`config.mk`:
```
export PLATFORM = sky130hd
export DESIGN_NAME = pmsc_top
export DESIGN_NICKNAME = d
export VERILOG_FILES = /design/src/hw/pmsc_pkg.sv /design/src/hw/pmsc_top.sv /design/src/hw/pmsc_once_bit.sv
export VERILOG_INCLUDE_DIRS = /design/src /design/src/hw
export SDC_FILE = /design/constraint.sdc
export NUM_CORES = 1
export LEC_CHECK = 0
export ABC_CLOCK_PERIOD_IN_PS = 3850
export BUFFER_PORTS_ARGS = -buffer_cell sky130_fd_sc_hd__buf_4
export CORE_MARGIN = 2
export CORE_UTILIZATION = 46
export CTS_CLUSTER_SIZE = 28
export DETAILED_ROUTE_END_ITERATION = 16
export GPL_TIMING_DRIVEN = 0
export PLACE_DENSITY_LB_ADDON = 0.12
export SLEW_MARGIN = 20
export SYNTH_ARGS = -nofsm -noshare
export SYNTH_HDL_FRONTEND = slang
export SYNTH_HIERARCHICAL = 1
export SYNTH_SLANG_ARGS = --single-unit
export TNS_END_PERCENT = 10
```
`constraint.sdc`:
```
create_clock -name mclk -period 3.85 [get_ports mclk]
set_input_delay 0.5775 -clock mclk [delete_from_list [all_inputs] [get_ports mclk]]
set_output_delay 0.5775 -clock mclk [all_outputs]
set_load 0.01 [all_outputs]
```
`src/hw/pmsc_consts.svh`:
```
// Constants for the power management stop and undervoltage control block
// Behaviour
// Bit 5 is a write-once detect trip select that also picks the warning threshold range.
// Bit 4 selects the warning comparator trip point within the range chosen by bit 5.
// Bit 3 is a read-only flag that reads 1 after waking from partial power down stop, else 0.
// Writing a one to bit 2 clears the partial power down recovery flag.
// Bit 0 is a write-once stop depth select: 0 state-retaining stop, 1 partial power down stop.
// One write-once bit takes only the first write after power-on reset and ignores later ones.
// The other write-once bit takes only the first write after any reset and ignores later ones.
// Software should write this register during reset initialisation, even with reset values.
// The clear bit always reads zero, and writing zero to it leaves the flag unchanged.
// The detect select locks until power-on reset, the stop depth select until any reset.
`ifndef PMSC_CONSTS_SVH
`define PMSC_CONSTS_SVH
// ****************************************
// Addresses
// ****************************************
`define PMSC_ADDR_CTRL 4'h0
`define PMSC_ADDR_IRQ_STATUS 4'h4
`define PMSC_ADDR_IRQ_CLEAR 4'h8
`define PMSC_ADDR_IRQ_ENABLE 4'hc
// ****************************************
// Fields
// ****************************************
`define PMSC_BIT_DETECT 5
`define PMSC_BIT_WARN 4
`define PMSC_BIT_FLAG 3
`define PMSC_BIT_CLEAR 2
`define PMSC_BIT_DEPTH 0
`define PMSC_RESET_DETECT 1'b0
`define PMSC_RESET_WARN 1'b0
`define PMSC_RESET_DEPTH 1'b0
`define PMSC_IRQ_BIT_WAKE 0
`define PMSC_IRQ_BIT_LOCKVIOL 1
`define PMSC_IRQ_WIDTH 2
`define PMSC_RESP_OKAY 2'b00
`define PMSC_RESP_SLVERR 2'b10
`endif

```
`src/hw/pmsc_pkg.sv`:
```
// Types for the power management stop and undervoltage control block
package pmsc_pkg;
  typedef enum logic [1:0] {
    PMSC_STOP_RETAIN = 2'b01,
    PMSC_STOP_PARTIAL = 2'b10
  } pmsc_stop_t;
endpackage

```
`src/hw/pmsc_top.sv`:
```
// AXI4-Lite power management control register with interrupt
`include "pmsc_consts.svh"
module pmsc_top (
  input wire logic mclk,
  input wire logic arst_n,
  input wire logic porRst_n,
  input wire logic deepStopWake,
  input wire logic [3:0] s_axi_awaddr,
  input wire logic s_axi_awvalid,
  output logic s_axi_awready,
  input wire logic [31:0] s_axi_wdata,
  input wire logic [3:0] s_axi_wstrb,
  input wire logic s_axi_wvalid,
  output logic s_axi_wready,
  output logic [1:0] s_axi_bresp,
  output logic s_axi_bvalid,
  input wire logic s_axi_bready,
  input wire logic [3:0] s_axi_araddr,
  input wire logic s_axi_arvalid,
  output logic s_axi_arready,
  output logic [31:0] s_axi_rdata,
  output logic [1:0] s_axi_rresp,
  output logic s_axi_rvalid,
  input wire logic s_axi_rready,
  output logic detectTripSelect,
  output logic warningTripSelect,
  output logic stopDepthSelect,
  output pmsc_pkg::pmsc_stop_t stopMode,
  output logic irq
);
  // ****************************************
  // Write channel capture
  // ****************************************
  logic awHeld, wHeld;
  logic [3:0] awAddr;
  logic [31:0] wData;
  logic [3:0] wStrb;
  logic doWrite;
  logic wakeSync1, wakeSync2, wakeLast;
  logic wakeEvent;
  logic flag;
  logic [`PMSC_IRQ_WIDTH-1:0] irqStatus, irqEnable, irqClearMask, irqSet;
  logic detectLocked, depthLocked, detectIgnored, depthIgnored;
  logic ctrlWr, lowLane;
  assign s_axi_awready = !awHeld && !s_axi_bvalid;
  assign s_axi_wready = !wHeld && !s_axi_bvalid;
  assign doWrite = awHeld && wHeld && !s_axi_bvalid;
  always_ff @(posedge mclk or negedge arst_n) begin
    if (!arst_n) begin
      awHeld <= 1'b0;
      awAddr <= 4'h0;
    end else if (s_axi_awvalid && s_axi_awready) begin
      awHeld <= 1'b1;
      awAddr <= s_axi_awaddr;
    end else if (doWrite) begin
      awHeld <= 1'b0;
    end
  end
  always_ff @(posedge mclk or negedge arst_n) begin
    if (!arst_n) begin
      wHeld <= 1'b0;
      wData <= 32'h0;
      wStrb <= 4'h0;
    end else if (s_axi_wvalid && s_axi_wready) begin
      wHeld <= 1'b1;
      wData <= s_axi_wdata;
      wStrb <= s_axi_wstrb;
    end else if (doWrite) begin
      wHeld <= 1'b0;
    end
  end
  always_ff @(posedge mclk or negedge arst_n) begin
    if (!arst_n) begin
      s_axi_bvalid <= 1'b0;
      s_axi_bresp <= `PMSC_RESP_OKAY;
    end else if (doWrite) begin
      s_axi_bvalid <= 1'b1;
      s_axi_bresp <= (awAddr[1:0] == 2'b00) ? `PMSC_RESP_OKAY : `PMSC_RESP_SLVERR;
    end else if (s_axi_bready) begin
      s_axi_bvalid <= 1'b0;
    end
  end
  // Byte lane 0 holds the whole 8-bit register; other lanes have no storage
  assign lowLane = wStrb[0];
  assign ctrlWr = doWrite && (awAddr == `PMSC_ADDR_CTRL) && lowLane;
  // ****************************************
  // Write-once bits and the warning select
  // ****************************************
  // Detect select lock survives every reset but power-on
  pmsc_once_bit #(.RESET_VALUE(`PMSC_RESET_DETECT)) uDetect (
    .mclk(mclk),
    .rstLockN(porRst_n),
    .rstValN(porRst_n),
    .wrEn(ctrlWr),
    .wrData(wData[`PMSC_BIT_DETECT]),
    .value(detectTripSelect),
    .locked(detectLocked),
    .wrIgnored(detectIgnored)
  );
  pmsc_once_bit #(.RESET_VALUE(`PMSC_RESET_DEPTH)) uDepth (
    .mclk(mclk),
    .rstLockN(arst_n),
    .rstValN(arst_n),
    .wrEn(ctrlWr),
    .wrData(wData[`PMSC_BIT_DEPTH]),
    .value(stopDepthSelect),
    .locked(depthLocked),
    .wrIgnored(depthIgnored)
  );
  assign stopMode = stopDepthSelect ? pmsc_pkg::PMSC_STOP_PARTIAL : pmsc_pkg::PMSC_STOP_RETAIN;
  always_ff @(posedge mclk or negedge arst_n) begin
    if (!arst_n) begin
      warningTripSelect <= `PMSC_RESET_WARN;
    end else if (ctrlWr) begin
      warningTripSelect <= wData[`PMSC_BIT_WARN];
    end
  end
  // ****************************************
  // Recovery flag
  // ****************************************
  // Wake comes from the power controller, outside this clock
  always_ff @(posedge mclk or negedge arst_n) begin
    if (!arst_n) begin
      wakeSync1 <= 1'b0;
      wakeSync2 <= 1'b0;
      wakeLast <= 1'b0;
    end else begin
      wakeSync1 <= deepStopWake;
      wakeSync2 <= wakeSync1;
      wakeLast <= wakeSync2;
    end
  end
  assign wakeEvent = wakeSync2 && !wakeLast;
  // Set wins over a clear in the same cycle
  always_ff @(posedge mclk or negedge porRst_n) begin
    if (!porRst_n) begin
      flag <= 1'b0;
    end else if (wakeEvent) begin
      flag <= 1'b1;
    end else if (ctrlWr && wData[`PMSC_BIT_CLEAR]) begin
      flag <= 1'b0; // see R4
    end
  end
  // ****************************************
  // Interrupt registers
  // ****************************************
  assign irqSet = {(detectIgnored || depthIgnored), wakeEvent};
  assign irqClearMask = (doWrite && awAddr == `PMSC_ADDR_IRQ_CLEAR && lowLane) ?
    wData[`PMSC_IRQ_WIDTH-1:0] : '0;
  always_ff @(posedge mclk or negedge arst_n) begin
    if (!arst_n) begin
      irqStatus <= '0;
    end else begin
      irqStatus <= (irqStatus & ~irqClearMask) | irqSet;
    end
  end
  always_ff @(posedge mclk or negedge arst_n) begin
    if (!arst_n) begin
      irqEnable <= '0;
    end else if (doWrite && awAddr == `PMSC_ADDR_IRQ_ENABLE && lowLane) begin
      irqEnable <= wData[`PMSC_IRQ_WIDTH-1:0];
    end
  end
  assign irq = |(irqStatus & irqEnable);
  // ****************************************
  // Read channel
  // ****************************************
  function automatic logic [31:0] readValue(input logic [3:0] addr);
    logic [31:0] v;
    v = 32'h0;
    case (addr)
      `PMSC_ADDR_CTRL: begin
        v[`PMSC_BIT_DETECT] = detectTripSelect;
        v[`PMSC_BIT_WARN] = warningTripSelect;
        v[`PMSC_BIT_FLAG] = flag;
        v[`PMSC_BIT_CLEAR] = 1'b0;
        v[`PMSC_BIT_DEPTH] = stopDepthSelect;
      end
      `PMSC_ADDR_IRQ_STATUS: v[`PMSC_IRQ_WIDTH-1:0] = irqStatus;
      `PMSC_ADDR_IRQ_ENABLE: v[`PMSC_IRQ_WIDTH-1:0] = irqEnable;
      default: v = 32'h0;
    endcase
    return v;
  endfunction
  assign s_axi_arready = !s_axi_rvalid;
  always_ff @(posedge mclk or negedge arst_n) begin
    if (!arst_n) begin
      s_axi_rvalid <= 1'b0;
      s_axi_rdata <= 32'h0;
      s_axi_rresp <= `PMSC_RESP_OKAY;
    end else if (s_axi_arvalid && s_axi_arready) begin
      s_axi_rvalid <= 1'b1;
      s_axi_rdata <= readValue(s_axi_araddr);
      s_axi_rresp <= (s_axi_araddr[1:0] == 2'b00) ? `PMSC_RESP_OKAY : `PMSC_RESP_SLVERR;
    end else if (s_axi_rready) begin
      s_axi_rvalid <= 1'b0;
    end
  end
  // ****************************************
  // Checks
  // ****************************************
  a_detect_locked_hold: assert property (@(posedge mclk) disable iff (!porRst_n || !arst_n)
    detectLocked && ctrlWr |=> $stable(detectTripSelect))
    else $error("detect select changed after lock");
  a_depth_locked_hold: assert property (@(posedge mclk) disable iff (!arst_n)
    depthLocked && ctrlWr |=> $stable(stopDepthSelect))
    else $error("stop depth changed after lock");
  a_depth_first_write: assert property (@(posedge mclk) disable iff (!arst_n)
    !depthLocked && ctrlWr |=> stopDepthSelect == $past(wData[`PMSC_BIT_DEPTH]) && depthLocked)
    else $error("first depth write not taken");
  a_detect_first_write: assert property (@(posedge mclk) disable iff (!porRst_n || !arst_n)
    !detectLocked && ctrlWr |=> detectTripSelect == $past(wData[`PMSC_BIT_DETECT]))
    else $error("first detect write not taken");
  a_warn_follows_write: assert property (@(posedge mclk) disable iff (!arst_n)
    ctrlWr |=> warningTripSelect == $past(wData[`PMSC_BIT_WARN]))
    else $error("warning select not written");
  a_flag_set_wake: assert property (@(posedge mclk) disable iff (!porRst_n || !arst_n)
    wakeEvent |=> flag)
    else $error("wake did not set flag");
  a_flag_clear_ack: assert property (@(posedge mclk) disable iff (!porRst_n || !arst_n)
    ctrlWr && wData[`PMSC_BIT_CLEAR] && !wakeEvent |=> !flag)
    else $error("acknowledge did not clear flag");
  a_flag_zero_ack: assert property (@(posedge mclk) disable iff (!porRst_n || !arst_n)
    flag && !(ctrlWr && wData[`PMSC_BIT_CLEAR]) |=> flag)
    else $error("flag lost without acknowledge");
  a_clear_reads_zero: assert property (@(posedge mclk) disable iff (!arst_n)
    s_axi_arvalid && s_axi_arready && s_axi_araddr == `PMSC_ADDR_CTRL |=> !s_axi_rdata[`PMSC_BIT_CLEAR])
    else $error("clear bit read nonzero");
  // Enable writes in the same cycle may drop the mask, so they are left out
  a_irq_level: assert property (@(posedge mclk) disable iff (!arst_n)
    wakeEvent && irqEnable[`PMSC_IRQ_BIT_WAKE] && !(doWrite && awAddr == `PMSC_ADDR_IRQ_ENABLE) |=> irq)
    else $error("interrupt output wrong");
  a_ignored_status: assert property (@(posedge mclk) disable iff (!arst_n)
    (detectIgnored || depthIgnored) |=> irqStatus[`PMSC_IRQ_BIT_LOCKVIOL])
    else $error("ignored write not reported");
  a_wake_status: assert property (@(posedge mclk) disable iff (!arst_n)
    wakeEvent |=> irqStatus[`PMSC_IRQ_BIT_WAKE])
    else $error("wake not reported in status");
  c_depth_written: cover property (@(posedge mclk) disable iff (!arst_n) ctrlWr && !depthLocked);
  c_write_ignored: cover property (@(posedge mclk) disable iff (!arst_n) depthIgnored);
  c_wake_then_ack: cover property (@(posedge mclk) disable iff (!arst_n)
    wakeEvent ##[1:20] (ctrlWr && wData[`PMSC_BIT_CLEAR]));
  c_irq_raised: cover property (@(posedge mclk) disable iff (!arst_n) $rose(irq));
  c_flag_cleared: cover property (@(posedge mclk) disable iff (!porRst_n) $fell(flag));
endmodule

```
`src/hw/pmsc_once_bit.sv`:
```
// Write-once control bit with lock
module pmsc_once_bit #(
  parameter logic RESET_VALUE = 1'b0
) (
  input wire logic mclk,
  input wire logic rstLockN,
  input wire logic rstValN,
  input wire logic wrEn,
  input wire logic wrData,
  output logic value,
  output logic locked,
  output logic wrIgnored
);
  // Value and lock may clear on different resets
  always_ff @(posedge mclk or negedge rstValN) begin
    if (!rstValN) begin
      value <= RESET_VALUE;
    end else if (wrEn && !locked) begin
      value <= wrData;
    end
  end
  always_ff @(posedge mclk or negedge rstLockN) begin
    if (!rstLockN) begin
      locked <= 1'b0;
    end else if (wrEn) begin
      locked <= 1'b1;
    end
  end
  assign wrIgnored = wrEn && locked;
endmodule

```
==> Word level (Yosys, flattened, before mapping) <==
Cells that the tools add are included.
{ "classes": {"n_bitwise": 4, "n_reduce_logical": 37, "mux": 16, "eq_ne": 4} }
{ "op_table": {"columns": ["cell", "n"], "rows": [
  ["logical AND 1 bit", 19],
  ["== test 4 bit (second input constant)", 3],
  ["nonzero test 2 bit", 5],
  ["2-to-1 mux 1 bit", 9],
  ["zero test 4 bit", 2],
  ["2-to-1 mux 2 bit", 4],
  ["zero test 1 bit", 7],
  ["AND 2 bit", 2],
  ["== test 4 x 3 -> 1 bit (second input constant)", 1],
  ["zero test 2 bit", 2],
  ["2-to-1 mux 4 bit", 1],
  ["one-hot mux 1 bit (3 select lines)", 1],
  ["inverter 2 bit", 1],
  ["OR 2 bit", 1],
  ["one-hot mux 1 bit (2 select lines)", 1],
  ["OR reduction 2 bit", 1],
  ["logical OR 1 bit", 1]
]} }
{ "totals": {"wordCells": 82, "reg_bits": 38, "out_inout_bits": 47, "inputBits": 53} }

==> Depth between registers and ports, before layout <==
Gate-level depths: netlist of the first run.
{ "depth": {"ltp_word": 8, "depth_mapped": 5, "depth_no_buf": 5} }

==> Cells and area by module <==
The synthesis of the first run kept the hierarchy.
{ "by_module_without_submodules": {"columns": ["module", "n_inst", "area_per_inst_um2", "seq_area_each_um2", "cells_per_inst"], "rows": [
  ["pmsc_top", 1, 1477.7, 750.7, 128],
  ["pmsc_once_bit", 2, 92.6, 50.0, 6]
]} }

==> Worst setup path before layout of the first run <==
OpenSTA, ideal clock, no wires.
{ "synth_timing": {"path_type": "register to register", "startpoint": "register awAddr[2]", "endpoint": "register uDepth.value", "required_ns": 3.725, "period_less_slack_ns": 1.660, "n_path_buf": 0, "setup_ns": 0.125, "t_arrival_ns": 1.535, "stages_incl_launch_ff": 5, "slack_ns": 2.190, "path_cell_list": "dfrtp_1 or2_1 nor4_2 nor2b_4 mux2_4"} }
{ "synth_via": {"elab_chain_cells": 4} }
{ "synth_rtl": {"columns": ["element", "line", "text"], "rows": [
  ["start, declared", "pmsc_top.sv:35", "logic [3:0] awAddr;"],
  ["start signal, assigned", "pmsc_top.sv:54", "awAddr <= s_axi_awaddr;"],
  ["zero test 4 bit (no line)", null, null],
  ["logical AND 1 bit (2 in series)", "pmsc_top.sv:85", "assign ctrlWr = doWrite && (awAddr == `PMSC_ADDR_CTRL) && lowLane;"],
  ["via ctrlWr", "pmsc_top.sv:44", "logic ctrlWr, lowLane;"],
  ["logical AND 1 bit", "pmsc_once_bit.sv:18", "end else if (wrEn && !locked) begin"],
  ["end signal, assigned", "pmsc_once_bit.sv:19", "value <= wrData;"],
  ["end, declared", "pmsc_once_bit.sv:10", "output logic value,"]
]} }
The timed path passes the listed nets, and every way through them passes these cells.
A chain may end at the register's enable or synchronous reset.

==> Worst setup path after layout of the first run <==
Ends and elaborated chain as after synthesis.

==> qor.yml, run 1 <==
synthesis:
  ys_top_cells_by_area: "dfrtp_1 51%, buf_4 14%, mux2_2 7.4%"
  synth_ff_type: "dfrtp_1"
  synth-seq-cells: 34
  synth_seq_area_share: 0.5117
  yosysMostFrequentCell: "dfrtp_1"
  synth_top_cell_by_area: "dfrtp_1"
  async_flop_share: 1.000
  synth_top_area_frac: 0.5117
  synth_common_cells: "34 x dfrtp_1, 30 x buf_4, 11 x mux2_2"
  synth_area_sq_um: 1663
  yosysWarnings: 6
  postSynthAreaPerCell_sq_um: 11.88
  syn_inst: 140
  synth_edf_count: 0
  synth.distinct_cells: 35
placement:
  dp_hpwl_mm: 2.352
  placed_cells: 254
  port_buffers: 40
  gp_congestion: 0.7317
  post_dp_cell_area_sq_um: 2126
critical_path:
  cp_slowest_cell: "nor4_2"
  end_kind: "flip-flop"
  reg2reg_from: "awAddr[2]"
  r2r-end: "uDepth/value"
  critical_path_required_ps: 4080
  worstPathArrival_ps: 2090
  crit_fanout: 7
  regToRegSetupSlack_ps: 1990
  path_cells: "or2_1, nor4_2, nor2b_4, mux2_4"
  startpoint: "awAddr[2]"
  endpoint: "uDepth/value"
  critPathKind: "flip-flop to flip-flop"
  critPathLaunchType: "flip-flop"
  max_stage_delay_ps: 500
  worst_r2r_path_depth: 4
final_layout:
  nNetsFinal: 269
  nFillCells: 295
  fin_area_sq_um: 2196
  final_cells: 263
  seqCellArea_sq_um: 850.8
  drive_gt1_frac: 0.4608
  multiInputGateArea_sq_um: 656.9
  diodes: 0
  syn2layout_area_growth_pct: 32.05
detailed_routing:
  remaining_drc_errors: 0
  drt-pass1-iter-count: 4
  drt-initial-drc-count: 24
  routed_via_density: 4.346
  totalWireLength_mm: 2.950
  dr_total_vias: 1143
  routedWlPerCell_um: 11.22
  antenna_left: 0
timing:
  fin_tns_setup_ps: 0
  finalMaxSlewViolations: 0
  fin_worst_skew_ps: 9.466
  final_hold_viol_count: 0
  final.min_clock_period_ps: 1861
  slew_headroom: 0.6218
  min_period_over_period: 0.4833
  rsz0062_at_grt: "no"
  max_freq_mhz: 537.4
  setup_viol: 0
  tightestPinTransition_ps: 562.6
cts:
  cts-root-buf: "clkbuf_4"
  clkTransAtPathRegs_ps: 100
  cts_tree: "yes"
  cts_resized: 0
  cts_buffer_depth: 2
  clkSinkCount: 34
  cts-htree-levels: 2
  numCtsBuffers: 5
  insertion_delay_ps: 330
flow_run:
  maxCapViolCount: 0
grt:
  grt-busiest-layer: "met2"
  grt_pass1_wl_mm: 5.126
  grt_usage: 0.1642
  met2_usage: 0.2799
  grtUsageMet1: 0.1836
  use_met3: 0.06514
  grt_pass1_vias: 1159
  grt_overflow_total: 0
  grt_max_degree: 32
  antenna_found_initial: 0
floorplanning:
  die_area_sq_um: 4112
  core_area_sq_um: 3416
  num_rows: 21
  die_h_um: 64.13
  die_width_um: 64.13
  ios: 100
  start_util: 0.4868
power_and_ir_drop:
  power.leakage_nw: 1.151
  power_density_nw_per_um2: 556.2
  irDropWorstVdd_mv: 0.3141
  total_power_mw: 1.221
min_path:
  min_path_type: "primary input to asynchronous set/reset pin"
status:
  status: "finished, final reports clean"
-- through the flow --
| stage | util | setup slack [ps] | hold WS, ps |
|---|---|---|---|
| 6_report | 0.6429 | 1989 | 153.0 |
| 5_1_grt | 0.6429 | 1868 | 161.9 |
| 4_1_cts | 0.6429 | 1959 | 155.4 |
| 3_5_place_dp | 0.6223 | 1979 | 347.0 |
| 3_3_place_gp | 0.6223 | 1980 | 336.4 |
| 2_1_floorplan | - | 2190 | 281.9 |
-- cell families after synthesis --
| logic type | synth area share |
|---|---|
| AO/OA/AOI/OAI | 0.06998 |
| buffers and inverters | 0.1565 |
| flip-flops | 0.5117 |
| multiplexers | 0.1129 |
| other | 0.002255 |
| AND/OR/NAND/NOR | 0.1467 |
-- layout by cell type, fill, tap and decap left out, types with 3 or more instances in the layout --
cell / instances
o21ai_0: 3
conb_1: 29
nand2_1: 7
dfrtp_1: 34
mux2_1: 3
nor2_1: 4
clkbuf_4: 5
a21oi_1: 3
or2_1: 3
a22o_1: 4
buf_4: 70
nor2b_1: 3
inv_1: 7
mux2_2: 11
-- how the worst min path moves through the flow --
stage | to
after detailed placement | wakeSync2
after CTS | s_axi_rdata[0]
final | s_axi_rdata[0]
after floorplan | awAddr[0]
after global placement | wakeSync2
after global routing | s_axi_rdata[0]
-- sequential cells by signal, summed over array words and instances, names as in the netlist, 2 cells and up --
register	cells
irqEnable	2
wData	5
irqStatus	2
awAddr	4
s_axi_rdata	5
-- repair_timing --
action | 4_1_cts | 5_1_grt
buffers inserted | 0 | 0
hold endpoints to repair | 3 | 0
hold buffers | 1 | 0
-- layout make-up --
| cell class | instances | share of cell area |
|---|---|---|
| plain buffers | 32 | 0.1066 |
| clock buffers | 7 | 0.02507 |
| clock inverters | 1 | 0.002279 |
| inverters | 7 | 0.01197 |
| multi-input cells | 95 | 0.2991 |
| flip-flops and latches | 34 | 0.3875 |
| well taps | 46 | 0.02621 |
| repair buffers | 41 | 0.1413 |
-- metal layers --
| layer | wire [um] | share of wire |
|---|---|---|
| met1 | 1168 | 0.40 |
| met2 | 1439 | 0.49 |
| met3 | 295 | 0.10 |
| met4 | 46 | 0.016 |
| met5 | 0 | 0 |
-- critical path: cells and delay by family (launching register included) --
kind          cells  cell delay, ps
mux               1             300
flops             1             430
simple gates      3            1030
-- report_power, final --
group	total, mW	switching [mW]	leakage [nW]	internal (mW)
Clock	0.204	0.116	0.0353	0.0885
Combinational	0.433	0.180	0.699	0.253
Sequential	0.585	0.108	0.417	0.477
No activity file was read; power rests on OpenSTA's default activity.
==> inputs of run 2 (changes only) <==
Settings changed: ABC_AREA set to 1, ABC_CLOCK_PERIOD_IN_PS 3850 to 1800, CORE_UTILIZATION 46 to 43.
Clock period 3.85 ns to 1.8 ns, I/O delays scaled along.
==> qor.yml, run 2 <==
synthesis:
  async_flop_share: 1.000  # unchanged
  synth_common_cells: "62 x nand2_1, 34 x dfrtp_1, 30 x buf_4"
  synth_area_sq_um: 1662  # about the same
  synth_ff_type: "dfrtp_1"
  synth_top_cell_by_area: "dfrtp_1"
  synth_seq_area_share: 0.5120  # about the same
  synth.distinct_cells: 17  # -51%
  postSynthAreaPerCell_sq_um: 8.521  # -28%
  synth_top_area_frac: 0.5120  # about the same
  yosysWarnings: 6  # unchanged
  ys_top_cells_by_area: "dfrtp_1 51%, nand2_1 14%, buf_4 14%"
  synth_edf_count: 0  # unchanged
  synth-seq-cells: 34  # unchanged
  yosysMostFrequentCell: "nand2_1"
  syn_inst: 195  # +39%
detailed_routing:
  totalWireLength_mm: 2.843  # -3.6%
  drt-pass1-iter-count: 5  # +1
  remaining_drc_errors: 0  # unchanged
  routedWlPerCell_um: 8.857  # -21%
  routed_via_density: 4.131  # -5.0%
  antenna_left: 0  # unchanged
  dr_total_vias: 1326  # +16%
  drt-initial-drc-count: 59  # +150%
cts:
  cts_tree: "yes"
  cts_buffer_depth: 2  # unchanged
  insertion_delay_ps: 280  # -50 ps
  clkTransAtPathRegs_ps: 70  # -30 ps
  cts-root-buf: "clkbuf_8"
  cts-htree-levels: 2  # unchanged
  numCtsBuffers: 5  # unchanged
  clkSinkCount: 34  # unchanged
timing:
  setup_viol: 0  # unchanged
  max_freq_mhz: 724.6
  min_period_over_period: 0.7667
  fin_tns_setup_ps: 0  # unchanged
  final.min_clock_period_ps: 1380
  final_hold_viol_count: 0  # unchanged
  rsz0062_at_grt: "no"
  fin_worst_skew_ps: 3.400  # -6.066 ps
  finalMaxSlewViolations: 0  # unchanged
final_layout:
  post-route-util: 0.6208  # -0.02210
  diodes: 0  # unchanged
  syn2layout_area_growth_pct: 37.80
  nNetsFinal: 325  # +21%
  layout_common_cells: "70 x buf_4, 62 x nand2_1, 34 x dfrtp_1, 29 x conb_1, 21 x nand3_1"
  multiInputGateArea_sq_um: 623.1  # -5.1%
  nFillCells: 356  # +21%
  layout_commonest_cell: "buf_4"
  seqCellArea_sq_um: 850.8  # unchanged
  drive_gt1_frac: 0.3150  # -0.1458
  reg_top3: "s_axi_rdata (5), wData (5), awAddr (4)"
grt:
  grt_max_degree: 32  # unchanged
  grt_usage: 0.1450  # -0.01917
  grt_pass1_vias: 1055  # -9.0%
  grt_overflow_total: 0  # unchanged
  antenna_found_initial: 0  # unchanged
  grt_pass1_wl_mm: 4.692  # -8.5%
floorplanning:
  die_h_um: 66.16  # +3.2%
  core_area_sq_um: 3689  # +8.0%
  die_width_um: 66.16  # +3.2%
  ios: 100  # unchanged
  start_util: 0.4505  # -0.03634
  die_area_sq_um: 4377  # +6.4%
  num_rows: 22  # +4.8%
power_and_ir_drop:
  irDropWorstVdd_mv: 0.7606  # +140%
  seq_power_share: 0.414  # -0.065
  power_density_nw_per_um2: 1277  # +130%
  power.leakage_nw: 1.334  # +16%
  intPower_mw: 1.982  # +140%
  comb_power_share: 0.290  # -0.064
  switching_power_mw: 0.9427  # +130%
  power.share.switching: 0.3223  # -0.007929
  p_clk_frac: 0.295  # +0.128
flow_run:
  maxCapViolCount: 0  # unchanged
min_path:
  min_path_type: "primary input to flip-flop"
placement:
  dp_hpwl_mm: 2.174  # -7.6%
  gp_congestion: 0.7492  # +2.4%
  port_buffers: 40  # unchanged
critical_path:
  critPathKind: "flip-flop to primary output"
  end_kind: "primary output"
  crit_fanout: 5  # -2
  critPathLaunchType: "flip-flop"
  critical_path_required_ps: 1530  # -2550 ps
  worstPathArrival_ps: 1110  # -980 ps
status:
  status: "finished, final reports clean"
## run 2: power by group through the flow
stage | clock [mW] | sequential, mW | combinational (mW)
global placement | 0 | 1.22 | 0.842
global route | 0.927 | 1.25 | 0.959
detailed placement | 0 | 1.22 | 0.854
floorplan | 0 | 1.20 | 0.543
finish | 0.864 | 1.21 | 0.849
CTS | 0.889 | 1.21 | 0.860
## run 2: critical path, stage by stage (launching register included)
cell and delay, ps:
dfrtp_1 460, nor2_2 210, buf_4 160
## run 2: kinds of logic after synthesis
| logic type | count (synthesis) | share of synthesized area |
|---|---|---|
| AO/OA/AOI/OAI | 8 | 0.02635 |
| buffers and inverters | 48 | 0.1762 |
| flip-flops | 34 | 0.5121 |
| other | 1 | 0.002257 |
| AND/OR/NAND/NOR | 104 | 0.2831 |
## run 2: layer usage
layer / vias up / wire length, um / track usage
met5: - / 0 / 0
met4: 0 / 55 / 0.06122
met3: 5 / 272 / 0.05963
met2: 50 / 1166 / 0.1963
met1: 567 / 1349 / 0.2026
li1: 704 / - / -
## run 2: path summary, 6_finish.rpt
kind	start	to	slack [ps]	depth (start not counted)
worst max-delay path	s_axi_bvalid	s_axi_awready	420	2
worst min-delay path	deepStopWake	wakeSync1	90	1
min in group asynchronous	porRst_n	uDetect/locked	310	2
worst max register to register	s_axi_bvalid	uDetect/value	440	8
max in group asynchronous	arst_n	awAddr[2]	1060	2
worst min register to register	wakeSync1	wakeSync2	360	0
## run 2: final cells by class
type / count / share of cell area
timing repair buffer: 42 / 0.1399
buffer: 30 / 0.09836
tap: 48 / 0.02623
sequential: 34 / 0.3716
inverter: 18 / 0.02951
multi-input combinational: 141 / 0.2721
clock buffer: 6 / 0.03607
clock inverter: 2 / 0.02623
## run 2: through the flow
step | hold WS (ps) | area [sq um] | cells | setup WS (ps) | total power, mW
final | 88.99 | 2290 | 321 | 420.0 | 2.925
after global routing | 78.17 | 2290 | 321 | 241.2 | 3.136
after CTS | 76.47 | 2290 | 321 | 396.6 | 2.961
after detailed placement | 63.68 | 2127 | 311 | 442.2 | 2.078
after global placement | 62.30 | 2127 | 311 | 444.4 | 2.060
after floorplan | -25.59 | 1767 | 223 | 520.7 | 1.746
## run 2: timing repair
action                                 CTS  global route
hold buffers                             2             0
gates resized for setup                  0             0
buffers inserted                         0             0
endpoints found under the hold margin   34             0
==> inputs of run 3 (changes only) <==
Settings changed: ABC_CLOCK_PERIOD_IN_PS 1800 to 1220, CORE_UTILIZATION 43 to 39.
Clock period 1.8 ns to 1.22 ns, I/O delays scaled along.
==> qor.yml, run 3 (synthesized netlist as in run 2, its figures left out) <==
timing:
  min_period_over_period: 1.042
  finalMaxSlewViolations: 0  # unchanged
  rsz0062_at_grt: "yes"
  fin_worst_skew_ps: 6.666  # +3.266 ps
  max_freq_mhz: 786.7
  final_hold_viol_count: 0  # unchanged
  setup_viol: 5  # +5
  final.min_clock_period_ps: 1271
  fin_ws_ps: -51.11  # -471.1 ps
placement:
  placed_cells: 313  # +0.64%
  place_ws_ps: -61.09  # -503.3 ps
  port_buffers: 40  # unchanged
  dp_hpwl_mm: 2.305  # +6.0%
  post_dp_cell_area_sq_um: 2131  # +0.18%
  gp_congestion: 0.7083  # -5.5%
flow_run:
  maxCapViolCount: 0  # unchanged
critical_path:
  worstPathArrival_ps: 1090  # -20 ps
  cp_slowest_cell: "dfrtp_2"
  path_cells: "nor2_2, buf_4"
  reg2reg_from: "s_axi_bvalid"
  worst_r2r_path_depth: 8  # unchanged
  crit_fanout: 5  # unchanged
  regToRegSetupSlack_ps: -10  # -450 ps
  r2r-end: "uDepth/value"
  critPathKind: "flip-flop to primary output"
  max_stage_delay_ps: 460  # about the same
  end_kind: "primary output"
  critPathLaunchType: "flip-flop"
  critical_path_required_ps: 1040  # -490 ps
final_layout:
  post-route-util: 0.5726  # -0.04814
  nFillCells: 411  # +15%
  layout_commonest_cell: "buf_4"
  drive_gt1_frac: 0.3477  # +0.03265
  fin_area_sq_um: 2323  # +1.5%
  syn2layout_area_growth_pct: 39.83
  diodes: 0  # unchanged
  final_cells: 329  # +2.5%
  reg_top3: "s_axi_rdata (5), wData (5), awAddr (4)"
  nNetsFinal: 331  # +1.8%
  layout_common_cells: "73 x buf_4, 59 x nand2_1, 33 x dfrtp_1, 29 x conb_1, 20 x nand3_1"
cts:
  cts-htree-levels: 2  # unchanged
  clkTransAtPathRegs_ps: 60  # about the same
  cts-root-buf: "clkbuf_8"
  cts_tree: "yes"
  numCtsBuffers: 5  # unchanged
  cts_buffer_depth: 2  # unchanged
  clkSinkCount: 34  # unchanged
  insertion_delay_ps: 280  # about the same
status:
  status: "finished with violations"
  violations: "negative setup slack"
detailed_routing:
  dr_total_vias: 1351  # +1.9%
  drt-pass1-iter-count: 4  # -1
  totalWireLength_mm: 2.975  # +4.6%
  remaining_drc_errors: 0  # unchanged
  routed_via_density: 4.106  # -0.59%
  routedWlPerCell_um: 9.043  # +2.1%
  antenna_left: 0  # unchanged
  drt-initial-drc-count: 92  # +56%
min_path:
  whs_endpoint: "s_axi_bvalid"
  holdCritStartpoint: "s_axi_bready"
  holdPathStages: 2  # +1
  min_path_type: "primary input to flip-flop"
grt:
  antenna_found_initial: 0  # unchanged
  grt_pass1_vias: 1176  # +11%
  grt_usage: 0.1337  # -0.01130
  grt_overflow_total: 0  # unchanged
  grt_pass1_wl_mm: 5.112  # +9.0%
  grt_max_degree: 32  # unchanged
power_and_ir_drop:
  power.leakage_nw: 1.344  # +0.77%
  power_density_nw_per_um2: 1737  # +36%
  irDropWorstVdd_mv: 0.9275  # +22%
floorplanning:
  die_area_sq_um: 4798  # +9.6%
  core_area_sq_um: 4058  # +10%
  die_h_um: 69.27  # +4.7%
  num_rows: 23  # +4.5%
  die_width_um: 69.27  # +4.7%
  ios: 100  # unchanged
  start_util: 0.4095  # -0.04098
## run 3: how the worst max path moves through the flow
stage                       startpoint       endpoint  slack (ps)  cells after the start
after floorplan           s_axi_bvalid   uDepth/value          20                      8
after global placement    s_axi_bvalid  uDetect/value         -60                      8
after detailed placement  s_axi_bvalid   uDepth/value         -60                      8
after CTS                 s_axi_bvalid  s_axi_awready         -60                      2
after global routing      s_axi_bvalid  s_axi_awready        -100                      2
final                     s_axi_bvalid  s_axi_awready         -50                      2
## run 3: metrics by stage
step / power [mW] / TNS [ps] / hold WS, ps
floorplan: 2.580 / 0 / -112.6
global placement: 3.050 / -162.7 / -24.61
detailed placement: 3.081 / -176.7 / -19.53
CTS: 3.985 / -130.5 / 66.88
global route: 4.348 / -719.7 / 89.44
finish: 4.035 / -95.26 / 72.77
## run 3: worst max-delay path: cells and delay by family (launching register included)
kind	cells	cell delay, ps
flops	1	460
simple gates	1	190
buf+inv	1	160
## run 3: final cells by class
type | instances | area (sq um) | area share
clock inverters | 1 | 5.005 | 0.002154
repair buffers | 48 | 384.1 | 0.1653
well taps | 50 | 62.56 | 0.02693
plain buffers | 30 | 225.2 | 0.09693
inverters | 18 | 70.07 | 0.03016
flip-flops and latches | 34 | 852.1 | 0.3667
clock buffers | 7 | 86.33 | 0.03716
multi-input cells | 141 | 638.1 | 0.2746
## run 3: per-layer routing
| layer | track usage | routed length, um | up-vias |
|---|---|---|---|
| li1 | - | - | 709 |
| met1 | 0.1698 | 1286 | 580 |
| met2 | 0.2062 | 1364 | 54 |
| met3 | 0.03779 | 245 | 8 |
| met4 | 0.07190 | 77 | 0 |
| met5 | 0 | 0 | - |
## run 3: repair_timing
action / CTS / global route
setup buffers: 1 / 4
cloned: 0 / 0
hold endpoints to repair: 35 / 0
pin swaps: 6 / 3
endpoints found under the setup margin: 6 / 10
resized for setup: 3 / 4
hold buffers: 3 / 0
## run 3: report_power, final
group          total, mW  internal (mW)  switching, mW
combinational       1.41          0.684          0.725
sequential          1.79           1.49          0.306
clock              0.833          0.454          0.378
